`src/cmfc_pkg.sv`:
```
package cmfc_pkg;

	// Register byte offsets
	localparam logic [7:0] CMFC_MODE_OFF   = 8'h00;
	localparam logic [7:0] CMFC_FB_OFF     = 8'h04;
	localparam logic [7:0] CMFC_HOLD_OFF   = 8'h08;
	localparam logic [7:0] CMFC_SYNC_OFF   = 8'h0C;
	localparam logic [7:0] CMFC_STATUS_OFF = 8'h10;

	// Mode field position within config_word_eleven
	localparam int CMFC_MODE_LSB = 27;
	localparam int CMFC_MODE_MSB = 31;

	// Mode codes
	localparam logic [4:0] CMFC_MODE_DUAL_INT    = 5'h00;
	localparam logic [4:0] CMFC_MODE_DUAL_INT_ZD = 5'h02;
	localparam logic [4:0] CMFC_MODE_DUAL_EXT    = 5'h03;
	localparam logic [4:0] CMFC_MODE_DUAL_EXT_ZD = 5'h05;
	localparam logic [4:0] CMFC_MODE_SGL_INT     = 5'h06;
	localparam logic [4:0] CMFC_MODE_SGL_INT_ZD  = 5'h08;
	localparam logic [4:0] CMFC_MODE_SGL_EXT     = 5'h0B;
	localparam logic [4:0] CMFC_MODE_DIST        = 5'h10;

	// Feedback register fields
	localparam int CMFC_FB_EN_BIT  = 8;
	localparam logic [2:0] CMFC_FB_SEL_EXT = 3'h6;
	localparam logic [2:0] CMFC_FB_SEL_MAX_OUT = 3'h5;

	// Holdover register fields
	localparam int CMFC_HOLD_MODE_LSB = 0;
	localparam int CMFC_HOLD_FORCE_BIT = 2;
	localparam int CMFC_HOLD_TRACK_BIT = 3;
	localparam int CMFC_HOLD_MANDAC_BIT = 4;
	localparam int CMFC_HOLD_DLDDIS_BIT = 5;
	localparam int CMFC_HOLD_RAIL_BIT = 6;
	localparam logic [1:0] CMFC_HOLD_MODE_ON = 2'h2;

	// Sync register fields
	localparam int CMFC_SYNC_QUALIFY_SELECT_BIT = 0;
	localparam int CMFC_SYNC_EN_BIT   = 1;
	localparam int CMFC_OUT2_PD_BIT   = 2;
	localparam int CMFC_NOSYNC_LSB    = 8;

	// Reset values
	localparam logic [31:0] CMFC_MODE_RST = 32'h0000_0000;
	localparam logic [31:0] CMFC_FB_RST   = 32'h0000_0000;
	localparam logic [31:0] CMFC_HOLD_RST = 32'h0000_0000;
	localparam logic [31:0] CMFC_SYNC_RST = 32'h0000_0002;

	// Decoded routing state
	typedef struct packed {
		logic       clean_loop_on;
		logic       synth_loop_on;
		logic       ext_osc;
		logic       zero_delay;
		logic       dist_only;
		logic       reserved;
	} cmfc_mode_type;

	typedef struct packed {
		logic       fb_mux_on;
		logic       fb_external;
		logic [2:0] fb_output;
		logic       clean_fb_from_out;
		logic       synth_fb_from_out;
		logic       ref1_is_feedback;
		logic [1:0] clean_ref_src;
		logic       synth_ref_osc;
		logic       dist_from_ref1;
		logic       osc_buffer_on;
		logic       osc_to_outputs;
		logic       ext_osc_on_fb_pin;
		logic       freeze_tune;
		logic       fb_div_chain;
	} cmfc_route_type;

endpackage

```
`src/cmfc_core.sv`:
```
`timescale 1ns/1ps
`default_nettype none
// Summary of operation
// - Decode mode; dual loop codes 0,2,3,5
// - Codes 6,8,11 single loop; 16 distribution
// - Zero-delay routes selected output to feedback divider
// - Feedback mux powered only when enabled
// - Feedback select: output subset or external pin
// - Dual loop: reference 0-2, oscillator feeds synthesis
// - Single loop: cleaning loop off, oscillator references
// - Single zero-delay: synthesis feedback from output
// - External feedback enters via reference input 1 pin
// - Distribution: reference 1 drives six outputs
// - Single/distribution: oscillator buffer, two outputs option
// - Holdover freezes cleaning loop tuning voltage
// - Output divide chains with cleaning feedback divider
module cmfc_core
	import cmfc_pkg::*;
(
	input  wire logic        core_clk_in,
	input  wire logic        rst_n_in,
	input  wire logic        psel_in,
	input  wire logic        penable_in,
	input  wire logic        pwrite_in,
	input  wire logic [7:0]  paddr_in,
	input  wire logic [31:0] pwdata_in,
	input  wire logic [1:0]  ref_select_in,
	input  wire logic        ref_lost_in,
	output logic      [31:0] prdata_out,
	output logic             pready_out,
	output logic             pslverr_out,
	output cmfc_route_type   route_out
);

	logic [31:0]    mode_q;
	logic [31:0]    fb_q;
	logic [31:0]    hold_q;
	logic [31:0]    sync_q;
	logic [2:0]     lost_sync_q;
	logic           lost_q;
	logic           access;
	logic           addr_ok;
	logic [4:0]     mode_code;
	cmfc_mode_type  mode_dec;
	cmfc_route_type route_d;
	logic [2:0]     fb_sel;
	logic           holdover_on;

	assign access    = psel_in && penable_in;
	assign mode_code = mode_q[CMFC_MODE_MSB:CMFC_MODE_LSB];
	assign fb_sel    = fb_q[2:0];

	// Address decode for mapped words
	always_comb begin
		case (paddr_in)
			CMFC_MODE_OFF, CMFC_FB_OFF, CMFC_HOLD_OFF, CMFC_SYNC_OFF, CMFC_STATUS_OFF: begin
				addr_ok = 1'b1;
			end
			default: begin
				addr_ok = 1'b0;
			end
		endcase
	end

	// Configuration word writes
	always_ff @(posedge core_clk_in) begin
		if (!rst_n_in) begin
			mode_q <= CMFC_MODE_RST;
			fb_q   <= CMFC_FB_RST;
			hold_q <= CMFC_HOLD_RST;
			sync_q <= CMFC_SYNC_RST;
		end else if (access && pwrite_in && pready_out) begin
			// Write lands at the edge where the master samples ready high
			case (paddr_in)
				CMFC_MODE_OFF: begin
					mode_q <= pwdata_in;
				end
				CMFC_FB_OFF: begin
					fb_q <= pwdata_in;
				end
				CMFC_HOLD_OFF: begin
					hold_q <= pwdata_in;
				end
				CMFC_SYNC_OFF: begin
					sync_q <= pwdata_in;
				end
				default: begin
				end
			endcase
		end
	end

	// APB answer one cycle after access phase starts
	always_ff @(posedge core_clk_in) begin
		if (!rst_n_in) begin
			pready_out  <= 1'b0;
			pslverr_out <= 1'b0;
			prdata_out  <= 32'h0000_0000;
		end else if (access && !pready_out) begin
			pready_out  <= 1'b1;
			pslverr_out <= !addr_ok;
			prdata_out  <= 32'h0000_0000;
			if (!pwrite_in) begin
				case (paddr_in)
					CMFC_MODE_OFF: begin
						prdata_out <= mode_q;
					end
					CMFC_FB_OFF: begin
						prdata_out <= fb_q;
					end
					CMFC_HOLD_OFF: begin
						prdata_out <= hold_q;
					end
					CMFC_SYNC_OFF: begin
						prdata_out <= sync_q;
					end
					CMFC_STATUS_OFF: begin
						prdata_out <= {16'h0000, 2'h0, route_out.fb_mux_on,
							route_out.freeze_tune, lost_q, mode_dec.reserved,
							mode_dec.dist_only, mode_dec.zero_delay, mode_dec.ext_osc,
							mode_dec.synth_loop_on, mode_dec.clean_loop_on, mode_code};
					end
					default: begin
					end
				endcase
			end
		end else begin
			pready_out  <= 1'b0;
			pslverr_out <= 1'b0;
		end
	end

	// Reference-lost pin synchroniser; change counts when stages agree
	always_ff @(posedge core_clk_in) begin
		if (!rst_n_in) begin
			lost_sync_q <= 3'h0;
			lost_q      <= 1'b0;
		end else begin
			lost_sync_q <= {lost_sync_q[1:0], ref_lost_in};
			if (lost_sync_q[1] == lost_sync_q[2]) begin
				lost_q <= lost_sync_q[2];
			end
		end
	end

	// Mode decoder
	always_comb begin
		mode_dec = '0;
		case (mode_code)
			CMFC_MODE_DUAL_INT: begin
				mode_dec.clean_loop_on = 1'b1;
				mode_dec.synth_loop_on = 1'b1;
			end
			CMFC_MODE_DUAL_INT_ZD: begin
				mode_dec.clean_loop_on = 1'b1;
				mode_dec.synth_loop_on = 1'b1;
				mode_dec.zero_delay    = 1'b1;
			end
			CMFC_MODE_DUAL_EXT: begin
				mode_dec.clean_loop_on = 1'b1;
				mode_dec.synth_loop_on = 1'b1;
				mode_dec.ext_osc       = 1'b1;
			end
			CMFC_MODE_DUAL_EXT_ZD: begin
				mode_dec.clean_loop_on = 1'b1;
				mode_dec.synth_loop_on = 1'b1;
				mode_dec.ext_osc       = 1'b1;
				mode_dec.zero_delay    = 1'b1;
			end
			CMFC_MODE_SGL_INT: begin
				mode_dec.synth_loop_on = 1'b1;
			end
			CMFC_MODE_SGL_INT_ZD: begin
				mode_dec.synth_loop_on = 1'b1;
				mode_dec.zero_delay    = 1'b1;
			end
			CMFC_MODE_SGL_EXT: begin
				mode_dec.synth_loop_on = 1'b1;
				mode_dec.ext_osc       = 1'b1;
			end
			CMFC_MODE_DIST: begin
				mode_dec.dist_only = 1'b1;
			end
			default: begin
				mode_dec.reserved = 1'b1;
			end
		endcase
	end

	assign holdover_on = (hold_q[CMFC_HOLD_MODE_LSB +: 2] == CMFC_HOLD_MODE_ON)
		&& !hold_q[CMFC_HOLD_FORCE_BIT];

	// Routing derived from decoded mode and feedback settings
	always_comb begin
		route_d = '0;
		// mux powered only by its enable
		route_d.fb_mux_on = fb_q[CMFC_FB_EN_BIT];
		// output subset or external pin; external forced off in ext-oscillator modes
		route_d.fb_external = route_d.fb_mux_on && (fb_sel == CMFC_FB_SEL_EXT)
			&& !mode_dec.ext_osc && mode_dec.zero_delay;
		route_d.fb_output = (fb_sel <= CMFC_FB_SEL_MAX_OUT) ? fb_sel : 3'h0;
		// dual-loop zero-delay feeds cleaning divider; divide chain
		route_d.clean_fb_from_out = mode_dec.zero_delay && mode_dec.clean_loop_on
			&& route_d.fb_mux_on;
		route_d.fb_div_chain = route_d.clean_fb_from_out;
		route_d.synth_fb_from_out = mode_dec.zero_delay && !mode_dec.clean_loop_on
			&& route_d.fb_mux_on;
		// external feedback via reference input 1 pin
		route_d.ref1_is_feedback = route_d.fb_external && mode_dec.zero_delay;
		if (mode_dec.clean_loop_on) begin
			route_d.clean_ref_src = (ref_select_in == 2'h3) ? 2'h0 : ref_select_in;
		end
		route_d.synth_ref_osc = mode_dec.synth_loop_on;
		route_d.dist_from_ref1 = mode_dec.dist_only;
		route_d.osc_buffer_on  = !mode_dec.reserved;
		route_d.osc_to_outputs = (mode_dec.synth_loop_on && !mode_dec.clean_loop_on)
			|| mode_dec.dist_only;
		route_d.ext_osc_on_fb_pin = mode_dec.ext_osc;
		route_d.freeze_tune = mode_dec.clean_loop_on && holdover_on && lost_q;
	end

	// Registered routing outputs
	always_ff @(posedge core_clk_in) begin
		if (!rst_n_in) begin
			route_out <= '0;
		end else begin
			route_out <= route_d;
		end
	end

endmodule
`default_nettype wire

```
`config.mk`:
```
export PLATFORM = sky130hd
export DESIGN_NAME = cmfc_core
export DESIGN_NICKNAME = d
export VERILOG_FILES = /design/src/cmfc_pkg.sv /design/src/cmfc_core.sv
export SDC_FILE = /design/constraint.sdc
export NUM_CORES = 1
export LEC_CHECK = 0
export BUFFER_PORTS_ARGS = -buffer_cell sky130_fd_sc_hd__buf_2
export CORE_ASPECT_RATIO = 1.75
export CORE_MARGIN = 2
export CORE_UTILIZATION = 57
export CTS_CLUSTER_DIAMETER = 100
export DETAILED_ROUTE_END_ITERATION = 10
export MAX_ROUTING_LAYER = met4
export PLACE_DENSITY_LB_ADDON = 0.3
export SLEW_MARGIN = 30
export SYNTH_ARGS = -nofsm -noshare
export SYNTH_HDL_FRONTEND = slang
export SYNTH_SLANG_ARGS = --single-unit
```
`constraint.sdc`:
```
create_clock -name core_clk_in -period 2.6 [get_ports core_clk_in]
set_input_delay 0.65 -clock core_clk_in [delete_from_list [all_inputs] [get_ports core_clk_in]]
set_output_delay 0.65 -clock core_clk_in [all_outputs]
set_load 0.005 [all_outputs]
```
; Yosys cells after proc, flatten, opt, wreduce, memory -nomap -nowiden
; Cells that the tools add are included.
[classes]
n_shift = 0
multipliers = 0
reduce_logical = 37
bitwise_logic = 2
magnitude_cmp = 1
eq_ne = 15
n_addsub = 0
mux = 10
n_div = 0
[op_table]
columns = op, count
row1 = case mux 32 bit (5 select lines), 1
row2 = two-way mux 32 bit, 1
row3 = equality test 8 x 4 -> 1 bit (second input constant), 2
row4 = logical AND 1 bit, 16
row5 = AND reduction 2 bit, 6
row6 = equality test 5 x 2 -> 1 bit (second input constant), 2
row7 = equality test 5 x 3 -> 1 bit (second input constant), 2
row8 = equality test 5 x 4 -> 1 bit (second input constant), 2
row9 = OR reduction 3 bit, 3
row10 = equality test 8 x 3 -> 1 bit (second input constant), 1
row11 = equality test 8 x 5 -> 1 bit (second input constant), 1
row12 = zero test 8 bit, 1
row13 = two-way mux 1 bit, 8
row14 = OR reduction 8 bit, 1
row15 = OR reduction 7 bit, 1
row16 = equality test 5 bit (second input constant), 1
row17 = zero test 1 bit, 5
row18 = zero test 5 bit, 1
row19 = OR reduction 5 bit, 1
row20 = equality test 2 bit (second input constant), 2
row21 = OR reduction 4 bit, 1
row22 = equality test 3 bit (second input constant), 1
row23 = <= comparator 3 bit (second input constant), 1
row24 = NOT 1 bit, 2
row25 = other kinds (2), 2
[totals]
ramBits = 0
mem_bits_ro = 0
reg_bits = 182
latch_bits = 0
wordCells = 87
inputBits = 48
mem_count = 0

; Depth between registers and ports, before layout
[depth]
depth_word = 7
mapped_depth = 7
ltp_nobuf = 4

; Worst setup path after synthesis
; OpenSTA, ideal clock, no wires.
[synth_timing]
path_kind = input port to flip-flop
from = in paddr_in[1]
to = reg fb_q[10]
setup_ns = 0.120
n_path_buf = 3
setup_slack_ns = 0.471
arrival_ns = 2.008
path_stages = 7
cell_sequence = or3_1 buf_2 nor4_4 nand3b_1 buf_2 buf_6 mux2i_1
[synth_between]
elab_chain_cells = 2
[synth_rtl]
columns = item, line
row1 = start: declaration, cmfc_core.sv:25  ; input wire logic [7:0] paddr_in,
row2 = equality test 8 x 3 -> 1 bit, cmfc_core.sv:74  ; case (paddr_in)
row3 = AND reduction 2 bit (no line), -
row4 = end signal: assignment, cmfc_core.sv:79  ; fb_q <= pwdata_in;
row5 = end: declaration, cmfc_core.sv:36  ; logic [31:0] fb_q;
; Every way passes these cells.
; A chain may end at the register's enable or synchronous reset.

; Worst setup path in the final report
[layout_timing]
from = in paddr_in[7]
to = reg fb_q[29]
; The elaborated chain is that of the path after synthesis.

==> results.txt <==
relative slew slack: 0.590
Post-synth top cells: dfxtp_1, nand2_1, mux2i_1
worst min path class: in2reg
Routed Antenna Nets: 0
fin util: 0.677
PwrDens: 640 nW/µm²
CP required: 2.88 ns
MaxCap Viol Count: 0
Synth Flop Type: dfxtp_1
DP Wirelength: 12.2 mm
CP max-delay cell: nor4_4
Via-to-Cell Ratio: 5.76
Tightest Pin Transition: 0.614 ns
Clock power frac: 0.460
GP Congestion: 0.879
outcome: complete, no violations
worst path cell trace: buf_2 -> or2_2 -> nor4_4 -> nand3b_1 -> buf_4 -> mux2i_1
NetSw: 1240 µW
Async S/R FF share, synth: 0
most frequent cell after synthesis: dfxtp_1
cell area after synthesis: 7500 µm²
Reg power frac: 0.499
clock skew: 0.00896 ns
final WL: 17.9 mm
syn_nets: 766
IO Count: 99
initial antenna violation count: 0
Post-CTS Setup Repair Bufs: 0
Final period util: 0.765
Leak Pwr: 0.00426 µW
Clock Path Buffers: 2
CTS sink count: 181
Synth Register Bits: 181
area delta synth->final: 16.2%
RSZ-0062 raised after global routing: false
maximum number of pins on one net before global-route repair: 138
CTS tree: done
sequential area share after synthesis: 0.483
Crit. End Element: flip-flop
share of post-route cells with drive strength above 1: 0.231
first-pass GRT wire length: 28.9 mm
wire per inst: 18.2 µm
delay-heaviest family, CP: simple AND/OR/NAND/NOR gates
Max FO, Critical Path: 23
Root Driver: clkbuf_16
# port buffers: 98
Via Count: 5661
Sw Share: 0.223
final-report max-slew violation count: 0
Reg area: 3620 µm²
vias in the first global route: 5824
clk slew on worst S/H paths: 0.07 ns
Die Y: 156 µm
NumNets Final: 846
CP arrival: 2.27 ns
DP Area: 8110 µm²
Synth cell types: 51
f_max: 0.503 GHz
Buf/Inv on CP: 2
slowest stage delay, CP: 0.47 ns
worst-skew pair later-pin latency: 0.42 ns
Die W: 90.7 µm
Syn. warnings: 0
number of synthesized flops with an enable pin: 0
Initial Utilization: 0.582
Core Area: 12900 µm²
die area: 14100 µm²
post_cts resized: 0
CTS buffer count: 17
Remaining DRCs: 0
CP Class: in2reg
cell area after layout: 8710 µm²
minimum clock period: 1.99 ns
Overflow after GRT: 0
cell taking the most area after synthesis: dfxtp_1
power share of the combinational group: 0.041
TNS Setup: 0 ns
row count: 55
antenna cells: 0
Multi-input gate area: 3570 µm²
synthesized area per cell: 10.4 µm²
VDD IR-drop max: 0.468 mV
Fin. Hold Viols: 0
Yosys top cell area share: 0.483
FILL cells: 999
hold buffers post-CTS: 0
Iter 0 DRT Violations: 344
CP startpoint kind: input pin
final setup vio count: 0
cells after synthesis: 718
drt first pass iters: 5
P_int: 4330 µW
H-tree level count: 4
GR Util All Layers: 0.264
Area contributors post-synth: dfxtp_1, mux2i_1, nand2_1, mux4_2, a22o_1
## through the flow
stage	hold slack, ns	std cells	setup WS (ns)	power, µW
after floorplan	0.412	718	0.471	2980
after global placement	0.431	950	0.264	3070
after detailed placement	0.423	950	0.193	3070
after CTS	0.391	982	0.635	5600
after global routing	0.402	982	0.542	5740
final	0.397	982	0.610	5570
## kinds of logic after synthesis
group	after synthesis	share of synthesized area
buffers and inverters	64	0.0421
AND/OR/NAND/NOR	231	0.137
XOR/XNOR	2	0.00234
AO/OA/AOI/OAI	80	0.0813
multiplexers	160	0.254
flip-flops	181	0.483
## layout make-up
cell class | instances | area share
well taps | 171 | 0.0246
clock inverters | 13 | 0.0168
clock buffers | 19 | 0.0520
flip-flops and latches | 181 | 0.416
repair buffers | 120 | 0.0785
multi-input cells | 473 | 0.410
inverters | 5 | 0.00216
## final timing paths
| path | startpoint | to | slack, ns | cells past startpoint |
|---|---|---|---|---|
| max | paddr_in[7] | fb_q[29]$_SDFFE_PN0P_ | 0.61 | 6 |
| min | ref_select_in[1] | route_out[7]$_SDFF_PP0_ | 0.40 | 2 |
| max reg2reg | mode_q[28]$_SDFFE_PN0P_ | route_out[15]$_SDFF_PN0_ | 0.71 | 4 |
| min reg2reg | lost_sync_q[0]$_SDFF_PN0_ | lost_sync_q[1]$_SDFF_PN0_ | 0.44 | 1 |
## state kept, by name (all words and copies together) (netlist names), 3 cells and up
| name | count |
|---|---|
| fb_q | 32 |
| hold_q | 32 |
| lost_sync_q | 3 |
| mode_q | 32 |
| prdata_out | 32 |
| route_out | 15 |
| sync_q | 32 |
## worst register-to-register path, delay by kind of cell (launching register included)
kind | cells | cell delay, ns
DFF | 1 | 0.66
AOI/OAI and AO/OA | 2 | 0.39
and+or+nand+nor | 2 | 0.73
## per-layer routing
metal  wire [µm]  global-route usage  up-vias
met5           0                   -        -
met3         854              0.0420       43
li1            -                   -     2680
met2        9250               0.456      182
met1        7100               0.298     2756
met4         664               0.129        0
## power by group through the flow
stage                     clock network [µW]  registers, µW  logic (µW)
after global placement                     0           2840         226
after global routing                    2710           2780         249
after CTS                               2590           2780         232
after detailed placement                   0           2840         230
final                                   2560           2780         231
after floorplan                            0           2840         138
## placed cells by master, fill, tap and decap left out, drive strengths merged, types with 3 or more instances in the layout
master / count
dfxtp: 181
nand2: 180
mux2i: 136
buf: 120
a22o: 28
mux4: 24
clkbuf: 19
o21ai: 13
o2bb2ai: 8
a22oi: 8
nor2: 8
inv: 8
and2: 6
a21oi: 6
nand3b: 5
clkinvlp: 5
nor4: 5
a21boi: 4
nor3: 4
nor2b: 3
or3b: 3
clkinv: 3
(Power assumes the default switching activity.)
